==> src/alc_pkg.sv <==
// Register map, field layouts, reset values and timing constants of the converter control.
package alc_pkg;
    // Register byte offsets on the register bus.
    localparam logic [7:0] ALC_OFS_START = 8'h00;
    localparam logic [7:0] ALC_OFS_TRIG = 8'h04;
    localparam logic [7:0] ALC_OFS_RES_HIGH = 8'h08;
    localparam logic [7:0] ALC_OFS_RES_LOW = 8'h0c;
    localparam logic [7:0] ALC_OFS_CMP_HIGH = 8'h10;
    localparam logic [7:0] ALC_OFS_CMP_LOW = 8'h14;
    localparam logic [7:0] ALC_OFS_CONFIG = 8'h18;
    localparam logic [7:0] ALC_OFS_PIN_ONE = 8'h1c;
    localparam logic [7:0] ALC_OFS_PIN_TWO = 8'h20;

    // Conversion clock sources, the ten-bit resolution code and the channel-off code.
    localparam logic [1:0] ALC_CLK_BUS = 2'h0;
    localparam logic [1:0] ALC_CLK_BUS_HALF = 2'h1;
    localparam logic [1:0] ALC_CLK_ALT = 2'h2;
    localparam logic [1:0] ALC_CLK_ASYNC = 2'h3;
    localparam logic [1:0] ALC_MODE_TEN = 2'h2;
    localparam logic [4:0] ALC_CH_OFF = 5'h1f;

    // Reset values.
    localparam logic [7:0] ALC_RST_CONFIG = 8'h00;
    localparam logic [2:0] ALC_RST_TRIG = 3'h0;
    localparam logic [6:0] ALC_RST_START = 7'h1f;
    localparam logic [9:0] ALC_RST_WORD = 10'h000;
    localparam logic [7:0] ALC_RST_PIN = 8'h00;

    // Conversion lengths in conversion clock ticks.
    localparam logic [5:0] ALC_TICKS_EIGHT = 6'h14;
    localparam logic [5:0] ALC_TICKS_TEN = 6'h17;
    localparam logic [5:0] ALC_TICKS_LONG = 6'h14;

    // Asynchronous conversion clock period, made from the system clock.
    localparam int ALC_SYS_PERIOD_NS = 50;
    localparam int ALC_ASYNC_PERIOD_NS = 250;
    localparam logic [2:0] ALC_ASYNC_LAST = 3'(ALC_ASYNC_PERIOD_NS / ALC_SYS_PERIOD_NS - 1);

    typedef struct packed {
        logic low_power_select;
        logic [1:0] clock_divider;
        logic long_sample_select;
        logic [1:0] resolution;
        logic [1:0] input_clock_select;
    } alc_cfg_t;

    typedef struct packed {
        logic complete_irq_enable;
        logic continuous_select;
        logic [4:0] channel_select;
    } alc_start_t;

    typedef struct packed {
        logic trigger_select;
        logic compare_enable;
        logic compare_greater;
    } alc_trig_t;
endpackage : alc_pkg

==> src/alc_ctrl.sv <==
// Converter control top: APB registers, triggers, result transfer and stop-mode handling.
`timescale 1ns/100ps
module alc_ctrl
    import alc_pkg::*;
(
    input wire logic sys_clk,
    input wire logic reset,
    input wire logic psel,
    input wire logic penable,
    input wire logic pwrite,
    input wire logic [7:0] paddr,
    input wire logic [31:0] pwdata,
    output logic [31:0] prdata,
    output logic pready,
    output logic pslverr,
    input wire logic light_stop,
    input wire logic deep_stop,
    input wire logic hw_trigger,
    input wire logic [9:0] analog_value,
    output logic conv_irq,
    output logic [4:0] channel_sel,
    output logic [15:0] pin_io_disable
);
    alc_cfg_t conversion_config;
    alc_trig_t trig_ctrl;
    alc_start_t start_ctrl;
    logic conv_complete_flag;
    logic [9:0] compare_value;
    logic [9:0] result;
    logic [7:0] pin_control_one;
    logic [7:0] pin_control_two;
    logic blocked;
    logic light_q;
    logic hw_q;
    logic conv_active_flag;
    logic conv_done;
    logic adck_tick;

    logic wr;
    logic rd;
    logic wr_start;
    logic cfg_change;
    logic stop_abort;
    logic run_ok;
    logic ten_bit;
    logic [9:0] data;
    logic [9:0] diff;
    logic cmp_ok;
    logic xfer;
    logic restart;
    logic sw_start;
    logic hw_start;
    logic conv_start;
    logic conv_abort;
    logic [7:0] read_mux;
    logic [10:0] stop_run_cycles;

    // Longest async conversion in system clocks, with slack: every tick at the slowest divider.
    localparam int STOP_RUN_MAX = (int'(ALC_TICKS_TEN) + int'(ALC_TICKS_LONG) + 2) * (int'(ALC_ASYNC_LAST) + 1) * 8;

    function automatic logic hit(input logic [7:0] addr, input logic [7:0] ofs);
        hit = (addr == ofs);
    endfunction : hit

    function automatic logic is_mapped(input logic [7:0] addr);
        is_mapped = hit(addr, ALC_OFS_START) || hit(addr, ALC_OFS_TRIG) || hit(addr, ALC_OFS_RES_HIGH)
            || hit(addr, ALC_OFS_RES_LOW) || hit(addr, ALC_OFS_CMP_HIGH) || hit(addr, ALC_OFS_CMP_LOW)
            || hit(addr, ALC_OFS_CONFIG) || hit(addr, ALC_OFS_PIN_ONE) || hit(addr, ALC_OFS_PIN_TWO);
    endfunction : is_mapped

    // Writes and read side effects act only at the completing access edge.
    assign wr = psel && penable && pready && pwrite && !pslverr;
    assign rd = psel && penable && pready && !pwrite && !pslverr;
    assign wr_start = wr && hit(paddr, ALC_OFS_START);
    assign cfg_change = wr && (hit(paddr, ALC_OFS_TRIG) || hit(paddr, ALC_OFS_CONFIG)
        || hit(paddr, ALC_OFS_CMP_HIGH) || hit(paddr, ALC_OFS_CMP_LOW));

    assign stop_abort = light_stop && !light_q && (conversion_config.input_clock_select != ALC_CLK_ASYNC);
    assign run_ok = !light_stop || (conversion_config.input_clock_select == ALC_CLK_ASYNC);
    assign ten_bit = (conversion_config.resolution == ALC_MODE_TEN);

    always_comb begin
        data = ten_bit ? analog_value : {2'h0, analog_value[9:2]};
        diff = data - compare_value;
        if (!trig_ctrl.compare_enable) begin
            cmp_ok = 1'b1;
        end else if (trig_ctrl.compare_greater) begin
            cmp_ok = (data >= compare_value);
        end else begin
            cmp_ok = (data < compare_value);
        end
    end

    assign xfer = conv_done && cmp_ok && !blocked;
    assign restart = conv_done && run_ok && (start_ctrl.continuous_select || (blocked && cmp_ok));
    assign sw_start = wr_start && !trig_ctrl.trigger_select && (pwdata[4:0] != ALC_CH_OFF);
    assign hw_start = hw_trigger && !hw_q && trig_ctrl.trigger_select && run_ok
        && (start_ctrl.channel_select != ALC_CH_OFF);
    assign conv_start = !deep_stop && (sw_start || hw_start || restart);
    assign conv_abort = deep_stop || stop_abort || wr_start || cfg_change;

    alc_adck_gen u_adck_gen (
        .sys_clk(sys_clk),
        .reset(reset),
        .run(conv_active_flag),
        .input_clock_select(conversion_config.input_clock_select),
        .clock_divider(conversion_config.clock_divider),
        .adck_tick(adck_tick)
    );

    alc_conv_seq u_conv_seq (
        .sys_clk(sys_clk),
        .reset(reset),
        .start(conv_start),
        .abort(conv_abort),
        .adck_tick(adck_tick),
        .long_sample(conversion_config.long_sample_select),
        .ten_bit(ten_bit),
        .busy(conv_active_flag),
        .done(conv_done)
    );

    always_ff @(posedge sys_clk or posedge reset) begin
        if (reset) begin
            light_q <= 1'b0;
            hw_q <= 1'b0;
        end else begin
            light_q <= light_stop;
            hw_q <= hw_trigger;
        end
    end

    always_ff @(posedge sys_clk or posedge reset) begin
        if (reset) begin
            conversion_config <= ALC_RST_CONFIG;
            trig_ctrl <= ALC_RST_TRIG;
            start_ctrl <= ALC_RST_START;
            compare_value <= ALC_RST_WORD;
            pin_control_one <= ALC_RST_PIN;
            pin_control_two <= ALC_RST_PIN;
        end else if (deep_stop) begin
            conversion_config <= ALC_RST_CONFIG;
            trig_ctrl <= ALC_RST_TRIG;
            start_ctrl <= ALC_RST_START;
            compare_value <= ALC_RST_WORD;
            pin_control_one <= ALC_RST_PIN;
            pin_control_two <= ALC_RST_PIN;
        end else if (wr) begin
            if (hit(paddr, ALC_OFS_CONFIG)) begin
                conversion_config <= pwdata[7:0];
            end
            if (hit(paddr, ALC_OFS_TRIG)) begin
                trig_ctrl <= pwdata[6:4];
            end
            if (wr_start) begin
                start_ctrl <= pwdata[6:0];
            end
            if (hit(paddr, ALC_OFS_CMP_HIGH)) begin
                compare_value[9:8] <= pwdata[1:0];
            end
            if (hit(paddr, ALC_OFS_CMP_LOW)) begin
                compare_value[7:0] <= pwdata[7:0];
            end
            if (hit(paddr, ALC_OFS_PIN_ONE)) begin
                pin_control_one <= pwdata[7:0];
            end
            if (hit(paddr, ALC_OFS_PIN_TWO)) begin
                pin_control_two <= pwdata[7:0];
            end
        end
    end

    always_ff @(posedge sys_clk or posedge reset) begin
        if (reset) begin
            result <= ALC_RST_WORD;
        end else if (deep_stop) begin
            result <= ALC_RST_WORD;
        end else if (xfer) begin
            result <= trig_ctrl.compare_enable ? diff : data;
        end
    end

    always_ff @(posedge sys_clk or posedge reset) begin
        if (reset) begin
            conv_complete_flag <= 1'b0;
        end else if (deep_stop) begin
            conv_complete_flag <= 1'b0;
        end else if (xfer) begin
            conv_complete_flag <= 1'b1;
        end else if (wr_start || cfg_change || (rd && hit(paddr, ALC_OFS_RES_LOW))) begin
            conv_complete_flag <= 1'b0;
        end
    end

    always_ff @(posedge sys_clk or posedge reset) begin
        if (reset) begin
            blocked <= 1'b0;
        end else if (deep_stop || (rd && hit(paddr, ALC_OFS_RES_LOW))) begin
            blocked <= 1'b0;
        end else if (rd && hit(paddr, ALC_OFS_RES_HIGH) && ten_bit) begin
            blocked <= 1'b1;
        end
    end

    // Outputs to the pins and the interrupt controller.
    always_ff @(posedge sys_clk or posedge reset) begin
        if (reset) begin
            conv_irq <= 1'b0;
            channel_sel <= ALC_CH_OFF;
            pin_io_disable <= {ALC_RST_PIN, ALC_RST_PIN};
        end else begin
            conv_irq <= conv_complete_flag && start_ctrl.complete_irq_enable;
            channel_sel <= start_ctrl.channel_select;
            pin_io_disable <= {pin_control_two, pin_control_one};
        end
    end

    always_comb begin
        read_mux = 8'h00;
        case (paddr)
            ALC_OFS_START: read_mux = {conv_complete_flag, start_ctrl};
            ALC_OFS_TRIG: read_mux = {conv_active_flag, trig_ctrl, 4'h0};
            ALC_OFS_RES_HIGH: read_mux = {6'h00, result[9:8]};
            ALC_OFS_RES_LOW: read_mux = result[7:0];
            ALC_OFS_CMP_HIGH: read_mux = {6'h00, compare_value[9:8]};
            ALC_OFS_CMP_LOW: read_mux = compare_value[7:0];
            ALC_OFS_CONFIG: read_mux = conversion_config;
            ALC_OFS_PIN_ONE: read_mux = pin_control_one;
            ALC_OFS_PIN_TWO: read_mux = pin_control_two;
            default: read_mux = 8'h00;
        endcase
    end

    // Read data and the error answer are captured in the setup cycle, so pready adds no wait state.
    always_ff @(posedge sys_clk or posedge reset) begin
        if (reset) begin
            pready <= 1'b0;
            pslverr <= 1'b0;
            prdata <= 32'h0000_0000;
        end else if (psel && !penable) begin
            pready <= 1'b1;
            pslverr <= !is_mapped(paddr);
            prdata <= {24'h00_0000, read_mux};
        end else begin
            pready <= 1'b0;
            pslverr <= 1'b0;
        end
    end

    // A conversion may span far more cycles than a delay range allows, so a counter bounds it.
    // async run bound
    always_ff @(posedge sys_clk or posedge reset) begin
        if (reset) begin
            stop_run_cycles <= 11'h000;
        end else if (!(light_stop && run_ok && conv_active_flag) || conv_start) begin
            stop_run_cycles <= 11'h000;
        end else begin
            stop_run_cycles <= stop_run_cycles + 11'h001;
        end
    end
endmodule : alc_ctrl

==> src/alc_adck_gen.sv <==
// Conversion clock enable: source select and power-of-two divider.
`timescale 1ns/100ps
module alc_adck_gen
    import alc_pkg::*;
(
    input wire logic sys_clk,
    input wire logic reset,
    input wire logic run,
    input wire logic [1:0] input_clock_select,
    input wire logic [1:0] clock_divider,
    output logic adck_tick
);
    logic [2:0] src_count;
    logic [2:0] div_count;
    logic [2:0] src_last;
    logic [2:0] div_last;
    logic src_tick;

    always_comb begin
        case (input_clock_select)
            ALC_CLK_BUS_HALF: src_last = 3'h1;
            ALC_CLK_ASYNC: src_last = ALC_ASYNC_LAST;
            default: src_last = 3'h0;
        endcase
        div_last = 3'((4'h1 << clock_divider) - 4'h1);
        src_tick = (src_count == src_last);
    end

    // The counters rest while idle so every conversion started from idle begins on a fresh phase.
    always_ff @(posedge sys_clk or posedge reset) begin
        if (reset) begin
            src_count <= 3'h0;
        end else if (!run || src_tick) begin
            src_count <= 3'h0;
        end else begin
            src_count <= src_count + 3'h1;
        end
    end

    always_ff @(posedge sys_clk or posedge reset) begin
        if (reset) begin
            div_count <= 3'h0;
            adck_tick <= 1'b0;
        end else if (!run) begin
            div_count <= 3'h0;
            adck_tick <= 1'b0;
        end else begin
            adck_tick <= src_tick && (div_count == div_last);
            if (src_tick) begin
                div_count <= (div_count == div_last) ? 3'h0 : div_count + 3'h1;
            end
        end
    end
endmodule : alc_adck_gen

==> src/alc_conv_seq.sv <==
// Conversion sequencer: counts one conversion in conversion clock ticks.
`timescale 1ns/100ps
module alc_conv_seq
    import alc_pkg::*;
(
    input wire logic sys_clk,
    input wire logic reset,
    input wire logic start,
    input wire logic abort,
    input wire logic adck_tick,
    input wire logic long_sample,
    input wire logic ten_bit,
    output logic busy,
    output logic done
);
    logic [5:0] count;
    logic [5:0] target;

    // A start in the same cycle as an abort wins, so a write both ends and restarts.
    always_ff @(posedge sys_clk or posedge reset) begin
        if (reset) begin
            busy <= 1'b0;
            done <= 1'b0;
            count <= 6'h00;
            target <= ALC_TICKS_EIGHT;
        end else begin
            done <= 1'b0;
            if (start) begin
                busy <= 1'b1;
                count <= 6'h00;
                target <= (ten_bit ? ALC_TICKS_TEN : ALC_TICKS_EIGHT) + (long_sample ? ALC_TICKS_LONG : 6'h00);
            end else if (abort) begin
                busy <= 1'b0;
            end else if (busy && adck_tick) begin
                if (count == target - 6'h01) begin
                    busy <= 1'b0;
                    done <= 1'b1;
                end else begin
                    count <= count + 6'h01;
                end
            end
        end
    end
endmodule : alc_conv_seq

==> config.mk <==
export PLATFORM = sky130hd
export DESIGN_NAME = alc_ctrl
export DESIGN_NICKNAME = d
export VERILOG_FILES = /design/src/alc_pkg.sv /design/src/alc_ctrl.sv /design/src/alc_adck_gen.sv /design/src/alc_conv_seq.sv
export SDC_FILE = /design/constraint.sdc
export NUM_CORES = 1
export LEC_CHECK = 0
export BUFFER_PORTS_ARGS = -buffer_cell sky130_fd_sc_hd__buf_2
export CAP_MARGIN = 20
export CORE_MARGIN = 2
export CORE_UTILIZATION = 50
export DETAILED_ROUTE_END_ITERATION = 10
export PLACE_DENSITY = 0.69
export SLEW_MARGIN = 30
export SYNTH_ARGS = -nofsm -noshare
export SYNTH_HDL_FRONTEND = slang
export SYNTH_SLANG_ARGS = --single-unit
==> constraint.sdc <==
create_clock -name sys_clk -period 6.15 [get_ports sys_clk]
set_clock_uncertainty 0.05 [all_clocks]
set_input_delay 1.23 -clock sys_clk [delete_from_list [all_inputs] [get_ports sys_clk]]
set_output_delay 1.23 -clock sys_clk [all_outputs]
set_load 0.02 [all_outputs]
# Word level (Yosys, flattened, before mapping)
# Cells that the tools add are included.
[classes]
n_addsub = 7
n_mul = 0
div_mod_pow = 0
magnitude_cmp = 2
n_eq_ne = 20
shift = 1
n_mux = 53
n_bitwise = 0
reduce_logical = 86
[ops]
columns = ["operator", "count"]
rows = [
  ["$mux 8", 10],
  ["$pmux 8 s9", 1],
  ["$mux 10", 6],
  ["$eq 8x5->1 const B", 4],
  ["$logic_and 1x1->1", 29],
  ["$mux 6", 4],
  ["$logic_or 1x1->1", 22],
  ["$reduce_bool 2->1", 11],
  ["$mux 3", 7],
  ["$mux 7", 3],
  ["$mux 1", 18],
  ["$eq 8x4->1 const B", 2],
  ["$reduce_and 2->1", 8],
  ["$logic_not 1->1", 11],
  ["$ge 10x10->1", 1],
  ["$lt 10x10->1", 1],
  ["$ne 5x5->1 const B", 2],
  ["$sub 10x10->10", 1],
  ["$reduce_bool 3->1", 3],
  ["$eq 8x3->1 const B", 1],
  ["$eq 8x6->1 const B", 1],
  ["$logic_not 8->1", 1],
  ["$ne 2x2->1 const B", 4],
  ["$add 3x1->3 const B", 2],
  ["other kinds (13)", 16],
]
[totals]
ff_bits = 111
latchBits = 0
ram_bits = 0
mem_bits_ro = 0
input_bits = 58
out_inout_bits = 56
elab_cells = 202
n_memories = 0

# Logic depth before layout (Yosys ltp)
# Gate-level depths: netlist of the first run.
[logic_depth]
ltp_word = 12
ltp_mapped = 13

# Hierarchy
# From an unflattened synthesis of the first run, not the netlist that was laid out.
[hier_totals]
cells_unflattened = 616
area_unflattened_um2 = 5997.0
[modules_own_cells]
columns = ["module", "instances", "cells_per_inst", "area_each_um2"]
rows = [
  ["alc_ctrl", 1, 505, 4849.7],
  ["alc_conv_seq", 1, 72, 720.7],
  ["alc_adck_gen", 1, 39, 426.7],
]

# Worst setup path after synthesis of the first run
# Ideal clock, no wire load.
[synth_path]
kind = "input to register"
from = "in analog_value[2]"
to = "reg u_conv_seq.target[1]"
arrival_ns = 3.514
required_time_ns = 5.975
path_slack_ns = 2.461
cell_stages = 10
n_path_buf = 1
cell_sequence = "mux2_2 ha_1 nor2b_1 o31a_1 o22ai_2 nor3_1 o311a_1 a211oi_2 buf_6 mux2_4"
[synth_via]
elab_chain_cells = 9
elab_cells_between_ends = 10
[synth_rtl]
columns = ["element", "line_no", "source"]
rows = [
  ["from (decl)", "alc_ctrl.sv:19", "input wire logic [9:0] analog_value,"],
  ["$mux 10 *", "alc_ctrl.sv:83", "data = ten_bit ? analog_value : {2'h0, analog_value[9:2]};"],
  ["$lt 10x10->1 / $ge 10x10->1 (equally long branches)", "alc_ctrl.sv:90, alc_ctrl.sv:88", ""],
  ["$mux 1 *", "alc_ctrl.sv:87", "end else if (trig_ctrl.compare_greater) begin"],
  ["$mux 1 *", "alc_ctrl.sv:85", "if (!trig_ctrl.compare_enable) begin"],
  ["$logic_and 1x1->1 *", "alc_ctrl.sv:95", "assign restart = conv_done && run_ok && (start_ctrl.continuous_select || (blocked && cmp_ok));"],
  ["$logic_or 1x1->1 *", "alc_ctrl.sv:95", ""],
  ["$logic_and 1x1->1 *", "alc_ctrl.sv:95", ""],
  ["$logic_or 1x1->1 *", "alc_ctrl.sv:99", "assign conv_start = !deep_stop && (sw_start || hw_start || restart);"],
  ["$logic_and 1x1->1 *", "alc_ctrl.sv:99", ""],
  ["to (signal assigned)", "alc_conv_seq.sv:31", "target <= (ten_bit ? ALC_TICKS_TEN : ALC_TICKS_EIGHT) + (long_sample ? ALC_TICKS_LONG : 6'h00);"],
  ["to (decl)", "alc_conv_seq.sv:17", "logic [5:0] target;"],
]
# Every way passes the cells marked *; elsewhere a longest branch is shown, timed or not.
# A chain may end at the register's enable or synchronous reset.

# Worst setup path after layout of the first run
[layout_path]
from = "in analog_value[2]"
to = "reg u_conv_seq.target[3]"
# The elaborated chain is that of the path after synthesis.

==> out/results.ini, run 1 <==
[clocking]
post_cts_resized=0
post_cts_buffers=0
h-tree-depth=3
cts_tree=yes
numCtsBuffers=9
cts_root_buf=clkbuf_16
postCtsHoldBufs=0
clk_path_buf_depth=2
cts_sinks=108
clk_latency_ns=0.35
clk_pin_slew_ns=0.07

[synthesis]
synth.avg_cell_area_um2=10.16
syn_inst=569
netlist_top_cells_count=97 x dfrtp_1, 81 x nor2_1, 66 x mux2i_1
yosys.area.top_type_share_pct=41.98
async_reset_ff_share_pct=100.0
synth-main-ff-cell=dfrtp_1
synth_cell_type_count=64
synth.top_cells.by_area=dfrtp_1 42%, mux2i_1 11%, nor2_1 5.3%, dfstp_2 5.0%, ha_1 3.2%
yosysMostFrequentCell=dfrtp_1
synth-seq-cells=108
yosys_warnings=0
synth.cell_area_um2=5782
synth_edf_count=0
yosys.area.top_type=dfrtp_1
synth_seq_area_share_pct=46.98

[detailed_routing]
wire_per_inst_um=17.96
vias=4418
ant_nets=0
drt_iter0_drc=433
drt-pass1-iter-count=5
drt-vias-per-instance=5.723
drc=0
drt_wl_total_mm=13.87

[global_routing]
track_usage_pct=22.89
antenna_found_initial=0
grt_max_degree=60
grt_pass1_wl_mm=22.43
grt_overflow_total=0
grt_pass1_vias=4250

[sta]
max_clock_freq_ghz=0.2400
hold_ws_ns=0.3386
fin_tns_setup_ns=0
maxSlewHeadroom_pct=36.15
hold_viol=0
fin_crit_sh_pct=67.76
drv_slew=0
setup_viol=0
fin_ws_ns=1.983
post-route-min-period_ns=4.167
worst_pin_slew_ns=0.9558
rsz0062_at_grt=false

[final_layout]
drive_gt1_share_pct=19.08
fin_cells=772
diodes=0
layout.nets=698
final_util_pct=56.54
areaGrowthSynthToFinish_pct=11.19

[floorplanning]
die_area_um2=12440
design.core.area_um2=11370
num_rows=39
start_util_pct=50.85
fp.dieW_um=111.5
pin_count=114
die_height_um=111.5

[place]
dp_slack_ns=1.610
routabilityCongestion=0.8865
dp_cells=756
dp_hpwl_mm=10.21
port_buffers=65

[worst_setup_path]
required_ns=6.34
crit_type=in -> reg
crit_arrival_ns=4.35
r2r_cells=12
end_kind=flop
critical_path.max_fanout=11
start_kind=primary input

[min_path]
hold_path.class=reg -> reg
whs_path_depth=0

[power_and_ir_drop]
power.leakage_nw=2.997
peakVddDrop_mv=0.2119
p_per_area_nw_per_um2=225.1

[run]
drv_cap=0

[run_status]
status=finished clean

==> worst max-delay path: stages <==
cell and delay (ns):
buf_2 0.09, mux2i_1 0.09, ha_1 0.23, fa_1 0.38
nor2b_1 0.26, o311ai_0 0.16, a31oi_1 0.21, nor2_1 0.12
o311a_1 0.39, a211oi_2 0.77, mux2_2 0.41
==> metal layers <==
layer | vias up | routed length, um | track usage (%)
met1 | 2179 | 6108 | 31.38
met4 | 0 | 333 | 8.560
met5 | - | 0 | 0
met3 | 27 | 801 | 3.865
li1 | 2061 | - | -
met2 | 151 | 6622 | 36.87
==> final timing paths <==
kind                                           start                   end  slack [ns]
worst max-delay path                 analog_value[2]  u_conv_seq.target[3]        1.98
worst min register to register         start_ctrl[1]        channel_sel[1]        0.34
min in group asynchronous                      reset     pin_io_disable[3]        0.91
max in group asynchronous                      reset             prdata[6]        3.99
worst max register to register  conversion_config[3]  u_conv_seq.target[3]        2.15
worst min-delay path                   start_ctrl[1]        channel_sel[1]        0.34
==> layout make-up <==
class                      instances  area, um^2
clock buffer                      12       256.5
tap                              143       178.9
timing repair buffer              68       347.8
inverter                          19       73.82
multi-input combinational        418        2800
fill                             995        4941
clock inverter                     4       55.05
sequential                       108        2716
==> report_power, final <==
part / internal [mW] / switching, mW
combinational: 0.0366 / 0.0886
clock: 0.340 / 0.260
sequential: 0.718 / 0.00391
total: 1.09 / 0.353
==> per-stage QoR <==
stage / instance area (um^2) / total power, mW
after floorplan: 5868 / 0.8287
after global placement: 6108 / 0.8573
after detailed placement: 6115 / 0.8596
after CTS: 6426 / 1.459
after global routing: 6429 / 1.493
final: 6429 / 1.447
==> sequential cells by signal (all words and copies together), names as in the netlist, 5 cells and up <==
register           cells
compare_value         10
pin_io_disable        16
channel_sel            5
result                10
prdata                 8
u_conv_seq.count       6
pin_control_two        8
start_ctrl             7
pin_control_one        8
conversion_config      8
==> layout by cell type (no fill, tap or decap), types with 9 or more instances in the layout <==
cell type  netlist  routed
xnor2_1         10      10
clkbuf_16        0       9
nor3_1           9       9
inv_1           19      18
a21oi_1         21      21
mux2i_1         66      66
nor2b_1         14      13
o21ai_0         12      12
conb_1           1      24
nand2_1         35      35
dfstp_2         11      11
mux2_2           9       9
buf_2            6      65
nand3_1         16      16
ha_1            15      15
a31oi_1          9       9
nor2_1          81      81
dfrtp_1         97      97
==> kinds of logic (layout without fill, tap and decap cells) <==
logic type / Yosys count / count (layout) / share of synthesized area [%]
buffers and inverters: 66 / 103 / 6.232
flip-flops: 108 / 108 / 46.98
adder cells (fa/ha/maj): 16 / 16 / 3.592
AND/OR/NAND/NOR: 194 / 194 / 16.32
XOR/XNOR: 17 / 17 / 2.575
AO/OA/AOI/OAI: 91 / 91 / 10.80
multiplexers: 76 / 76 / 13.44
other: 1 / 24 / 0.06486
Power figures use the tool's default switching activity.
==> inputs of run 2 (changes only) <==
--- a/config.mk
+++ b/config.mk
@@ -5,12 +5,13 @@
 export SDC_FILE = /design/constraint.sdc
 export NUM_CORES = 1
 export LEC_CHECK = 0
+export ABC_AREA = 1
 export BUFFER_PORTS_ARGS = -buffer_cell sky130_fd_sc_hd__buf_2
 export CAP_MARGIN = 20
 export CORE_MARGIN = 2
 export CORE_UTILIZATION = 50
 export DETAILED_ROUTE_END_ITERATION = 10
-export PLACE_DENSITY = 0.69
+export PLACE_DENSITY = 0.7
 export SLEW_MARGIN = 30
 export SYNTH_ARGS = -nofsm -noshare
 export SYNTH_HDL_FRONTEND = slang
==> constraint.sdc (replaced) <==
create_clock -name sys_clk -period 4.3 [get_ports sys_clk]
set_clock_uncertainty 0.05 [all_clocks]
set_input_delay 0.86 -clock sys_clk [delete_from_list [all_inputs] [get_ports sys_clk]]
set_output_delay 0.86 -clock sys_clk [all_outputs]
set_load 0.02 [all_outputs]
==> out/results.ini, run 2 <==
[run_status]
status=finished clean

[final_layout]
diodes=0
largest_reg_flops=16
areaGrowthSynthToFinish_pct=12.77
layout_common_cells=180 x nand2_1, 97 x dfrtp_1, 83 x inv_1
layout.nets=834
layout_commonest_cell=nand2_1
largestRegisters=pin_io_disable (16), compare_value (10), result (10)
final_util_pct=58.51
stdcell_area_um2=6399
multi_input_area_um2=2490
largest-register=pin_io_disable
fillCellCount=971
drive_gt1_share_pct=15.95
ff_latch_area_um2=2716

[global_routing]
grt_overflow_total=0
antenna_found_initial=0
grt_pass1_vias=4606
track_usage_pct=24.00
grt_max_degree=76
grt_pass1_wl_mm=23.29

[detailed_routing]
ant_nets=0
drc=0
wire_per_inst_um=16.10
drt-vias-per-instance=5.367
drt-pass1-iter-count=5
vias=4857
drt_wl_total_mm=14.57
drt_iter0_drc=525

[power_and_ir_drop]
p_per_area_nw_per_um2=381.9
power.leakage_nw=3.314
finalPower_mw=2.444
peakVddDrop_mv=0.2221

[clocking]
cts_tree=yes
cts_sinks=108
numCtsBuffers=9
cts_root_buf=clkbuf_16
postCtsHoldBufs=0
clk_latency_ns=0.35
h-tree-depth=3
clk_path_buf_depth=2
post_cts_buffers=0
post_cts_resized=0
clk_pin_slew_ns=0.07

[sta]
hold_viol=0
fin_tns_setup_ns=0
fin_crit_sh_pct=82.52
hold_ws_ns=0.3153
post-route-min-period_ns=3.548
drv_slew=0
worst_pin_slew_ns=0.7353
rsz0062_at_grt=false
setup_viol=0
maxSlewHeadroom_pct=50.93
max_clock_freq_ghz=0.2818

[worst_setup_path]
required_ns=4.49
crit_top_cell=nand2_1
critPathBufInv=4
path_cells=nor2_1 > buf_4 > clkinv_1 > o21ai_0 > inv_1 > fa_1 > inv_1 > nand3_1 > nand4_1 > nand2_1 > nand2_1 > nand2_1 > nand2_1 > nand2_1 > nand2_1 > nand2_1 > nand2_1 > nand2_1
reg2reg_from=conversion_config[2]
crit_arrival_ns=3.74
cpPeakStageDelay_ns=0.45
end_kind=flop
critical_path.max_fanout=12
path_delay_family=simple AND/OR/NAND/NOR gates
start_kind=flop
crit_type=reg -> reg
slowest_stage=o21ai_0
startpoint=conversion_config[2]

[synthesis]
synth.cell_area_um2=5674
syn_inst=694
synth_compound_area_share_pct=14.18
synth_edf_count=0
synth.avg_cell_area_um2=8.176
synth_seq_area_share_pct=47.87
synth_cell_type_count=44
synth_top_family_by_area=simple AND/OR/NAND/NOR gates
muxShareOfSynthArea_pct=0
synth-adder-area-share_pct=3.660
yosys.area.top_type=dfrtp_1
yosys_warnings=0
synth_simple_gate_area_share_pct=22.36
synth-main-ff-cell=dfrtp_1
yosys.area.top_type_share_pct=42.78
synth.top_cells.by_area=dfrtp_1 43%, nand2_1 12%, o21ai_0 6.5%, inv_1 5.6%, dfstp_2 5.1%
synth_xor_area_share_pct=1.852
synth-seq-cells=108
netlist_top_cells_count=180 x nand2_1, 97 x dfrtp_1, 84 x inv_1
yosysMostFrequentCell=nand2_1
async_reset_ff_share_pct=100.0

[floorplanning]
pin_count=114
design.core.area_um2=10940
num_rows=38
die_area_um2=12220
die_height_um=110.5
fp.dieW_um=110.5
start_util_pct=51.89

[place]
place_area_um2=6058
routabilityCongestion=0.9485
port_buffers=65
dp_hpwl_mm=10.77

[min_path]
hold_path.class=reg -> reg
hp-start=start_ctrl[4]

[run]
drv_cap=0

-- run 2: changes by cell type in the layout (fill, tap and decap cells not counted), sizes merged, moves of 7 or more --
cell and change:
xnor2 -8, a21oi +18, nand2 +148, o21ai +62, o22ai +8, mux2i -66
nor2 -29, mux2 -10, nand3 +7, and2 -7, inv +69, nor2b -14
a211oi -8
-- run 2: worst register-to-register path: stages (launching register included) --
cell      delay [ns]
dfrtp_1         0.40
nor2_1          0.12
buf_4           0.21
clkinv_1        0.32
o21ai_0         0.45
inv_1           0.11
fa_1            0.45
inv_1           0.14
nand3_1         0.11
nand4_1         0.11
nand2_1         0.05
nand2_1         0.10
nand2_1         0.06
nand2_1         0.05
nand2_1         0.05
nand2_1         0.33
nand2_1         0.19
nand2_1         0.11
nand2_1         0.05
-- run 2: logic make-up (layout without fill, tap and decap cells) --
family,count (synthesis),count (layout)
compound gates,147,147
xor+xnor,12,12
fa+ha+maj,16,16
buf+inv,124,172
flops,108,108
other cells,1,24
simple gates,286,286
-- run 2: final cells by class --
type,count,area share (%)
clock buffers,10,3.735
multi-input cells,485,38.91
clock inverters,6,1.486
flip-flops and latches,108,42.45
repair buffers,68,5.436
inverters,88,5.241
well taps,140,2.738
-- run 2: metrics by stage --
| stage | setup slack (ns) | std cells |
|---|---|---|
| after CTS | 0.8079 | 905 |
| final | 0.7516 | 905 |
| after global routing | 0.4108 | 905 |
| after detailed placement | 0.8330 | 889 |
| after floorplan | 0.5626 | 717 |
| after global placement | 0.8956 | 889 |
-- run 2: worst paths after layout --
| check | end | depth (start not counted) | slack (ns) |
|---|---|---|---|
| worst max-delay path | u_conv_seq.target[3] | 18 | 0.75 |
| worst min-delay path | channel_sel[4] | 0 | 0.32 |
| worst max register to register | u_conv_seq.target[3] | 18 | 0.75 |
| worst min register to register | channel_sel[4] | 0 | 0.32 |
| max in group asynchronous | start_ctrl[5] | 3 | 2.93 |
| min in group asynchronous | u_conv_seq.count[0] | 2 | 0.57 |
-- run 2: routing by layer --
| metal | track usage (%) | part of all wire, % |
|---|---|---|
| met4 | 10.75 | 3.1 |
| met1 | 34.00 | 45 |
| met3 | 3.842 | 7.2 |
| met2 | 36.48 | 45 |
| met5 | 0 | 0 |
-- run 2: report_power, final --
part	leakage, nW	switching (mW)	internal [mW]
logic	1.74	0.272	0.128
registers	1.41	0.0470	1.08
clock network	0.164	0.383	0.533
total	3.31	0.702	1.74
==> inputs of run 3 (changes only) <==
--- a/config.mk
+++ b/config.mk
@@ -11,7 +11,7 @@
 export CORE_MARGIN = 2
 export CORE_UTILIZATION = 50
 export DETAILED_ROUTE_END_ITERATION = 10
-export PLACE_DENSITY = 0.7
+export PLACE_DENSITY = 0.73
 export SLEW_MARGIN = 30
 export SYNTH_ARGS = -nofsm -noshare
 export SYNTH_HDL_FRONTEND = slang
==> constraint.sdc (replaced) <==
create_clock -name sys_clk -period 3.05 [get_ports sys_clk]
set_clock_uncertainty 0.05 [all_clocks]
set_input_delay 0.61 -clock sys_clk [delete_from_list [all_inputs] [get_ports sys_clk]]
set_output_delay 0.61 -clock sys_clk [all_outputs]
set_load 0.02 [all_outputs]
==> out/results.ini, run 3 (same netlist as run 2, synthesis figures left out) <==
[worst_setup_path]
r2r_cells=17
crit_arrival_ns=3.01
path_delay_family=simple AND/OR/NAND/NOR gates
crit_top_cell=nand2_1
required_ns=3.27
reg2reg_from=conversion_config[3]
start_kind=flop
worst-path-stages=17
critPathBufInv=4
cpPeakStageDelay_ns=0.41
slowest_stage=fa_1
r2r_end=result[3]
end_kind=flop
path_cells=inv_1 > nor2_4 > inv_2 > nand2_1 > o21ai_0 > ha_2 > fa_1 > inv_1 > nand3_1 > nand4_1 > nand2_1 > nand2_1 > nand2_1 > nor2_1 > buf_4 > o21ai_0 > o21ai_0
crit_type=reg -> reg
r2r_slack_ns=0.26
critical_path.max_fanout=5

[sta]
drv_slew=0
maxSlewHeadroom_pct=49.88
fin_ws_ns=0.2564
setup_viol=0
fin_crit_sh_pct=91.59
post-route-min-period_ns=2.794
max_clock_freq_ghz=0.3580
worst_pin_slew_ns=0.7509
hold_viol=0

[detailed_routing]
met2_length_mm=6.624
wire_per_inst_um=15.93
drt_iter0_drc=480
drt-pass1-iter-count=5
top_layer=met4
drc=0
ant_nets=0
drt-vias-per-instance=5.435
m1WireLength_mm=6.405
dr_wl_met3_um=992
vias=4940
drt_wl_total_mm=14.48

[floorplanning]
pin_count=114
num_rows=38
die_height_um=110.5
fp.dieW_um=110.5
die_area_um2=12220
start_util_pct=51.89
design.core.area_um2=10940

[min_path]
hold_path.class=reg -> reg
hp-start=start_ctrl[3]
whs_path_depth=0
holdPathEnd=channel_sel[3]

[power_and_ir_drop]
p_per_area_nw_per_um2=523.9
share_comb_of_total_power_pct=17.3
intPower_mw=2.384
peakVddDrop_mv=0.2837
p_clk_share_pct=35.7
power.leakage_nw=3.319
share_seq_of_total_power_pct=47.0
power_switching_mw=0.9991
switching_share_pct=29.53
finalPower_mw=3.384

[final_layout]
largest-register=pin_io_disable
diodes=0
drive_gt1_share_pct=17.43
areaGrowthSynthToFinish_pct=13.83
largestRegisters=pin_io_disable (16), compare_value (10), result (10)
layout_commonest_cell=nand2_1
largest_reg_flops=16
layout.nets=838
layout_common_cells=179 x nand2_1, 97 x dfrtp_1, 81 x inv_1
final_util_pct=59.06

[global_routing]
grt_overflow_total=0
grt_pass1_vias=4594
antenna_found_initial=0
grt_max_degree=109
grt_pass1_wl_mm=23.25
track_usage_pct=24.07

[place]
port_buffers=65
dp_hpwl_mm=10.66
dp_slack_ns=0.04116
routabilityCongestion=0.8972

[clocking]
post_cts_buffers=0
clk_pin_slew_ns=0.07
cts_sinks=108
clk_path_buf_depth=2
numCtsBuffers=9
cts_tree=yes
clk_latency_ns=0.36
cts_root_buf=clkbuf_16
postCtsHoldBufs=0
h-tree-depth=3

[run_status]
status=finished clean

[run]
drv_cap=0

-- run 3: cell count changes in the layout (fill, tap and decap cells not counted), sizes merged --
| cell | previous run | this run |
|---|---|---|
| buf | 68 | 72 |
| inv | 89 | 88 |
| bufinv | 2 | 1 |
| clkinvlp | 0 | 2 |
-- run 3: repair_timing --
item | 4_1_cts | 5_1_grt
endpoints found under the hold margin | 0 | 0
gates resized for setup | 0 | 11
setup endpoints to repair | 0 | 22
-- run 3: layer usage --
metal | global-route usage, % | vias to the layer above
met5 | 0 | -
met4 | 9.250 | 0
met3 | 3.787 | 31
met2 | 38.04 | 211
met1 | 33.56 | 2347
li1 | - | 2351
-- run 3: power groups by stage --
stage / Combinational, mW / Sequential [mW] / Clock, mW
final: 0.586 / 1.59 / 1.21
after detailed placement: 0.564 / 1.62 / 0
after floorplan: 0.398 / 1.63 / 0
after CTS: 0.567 / 1.59 / 1.21
after global routing: 0.653 / 1.60 / 1.28
after global placement: 0.551 / 1.61 / 0
-- run 3: worst max path at each step --
stage | from | end | slack [ns]
after global routing | conversion_config[3] | result[3] | -0.001
after detailed placement | conversion_config[2] | u_conv_seq.count[1] | 0.04
final | conversion_config[3] | result[3] | 0.26
after floorplan | conversion_config[2] | u_conv_seq.target[3] | 0.49
after global placement | conversion_config[2] | u_conv_seq.count[1] | 0.09
after CTS | conversion_config[2] | u_conv_seq.count[1] | 0.03
-- run 3: stage by stage --
stage               setup TNS (ns)  instance area, um^2  hold slack (ns)  instances
finish                           0                 6459           0.3164        909
global route             -0.001467                 6459           0.3202        909
CTS                              0                 6414           0.3173        909
detailed placement               0                 6102           0.3072        893
global placement                 0                 6092           0.3060        893
floorplan                        0                 5764           0.3040        717
-- run 3: final cells by class --
cell class | count | area (um^2)
fillers | 979 | 4477
multi-input cells | 485 | 2527
repair buffers | 72 | 394.1
clock inverters | 6 | 72.57
flip-flops and latches | 108 | 2716
well taps | 140 | 175.2
clock buffers | 10 | 239.0
inverters | 88 | 334.1
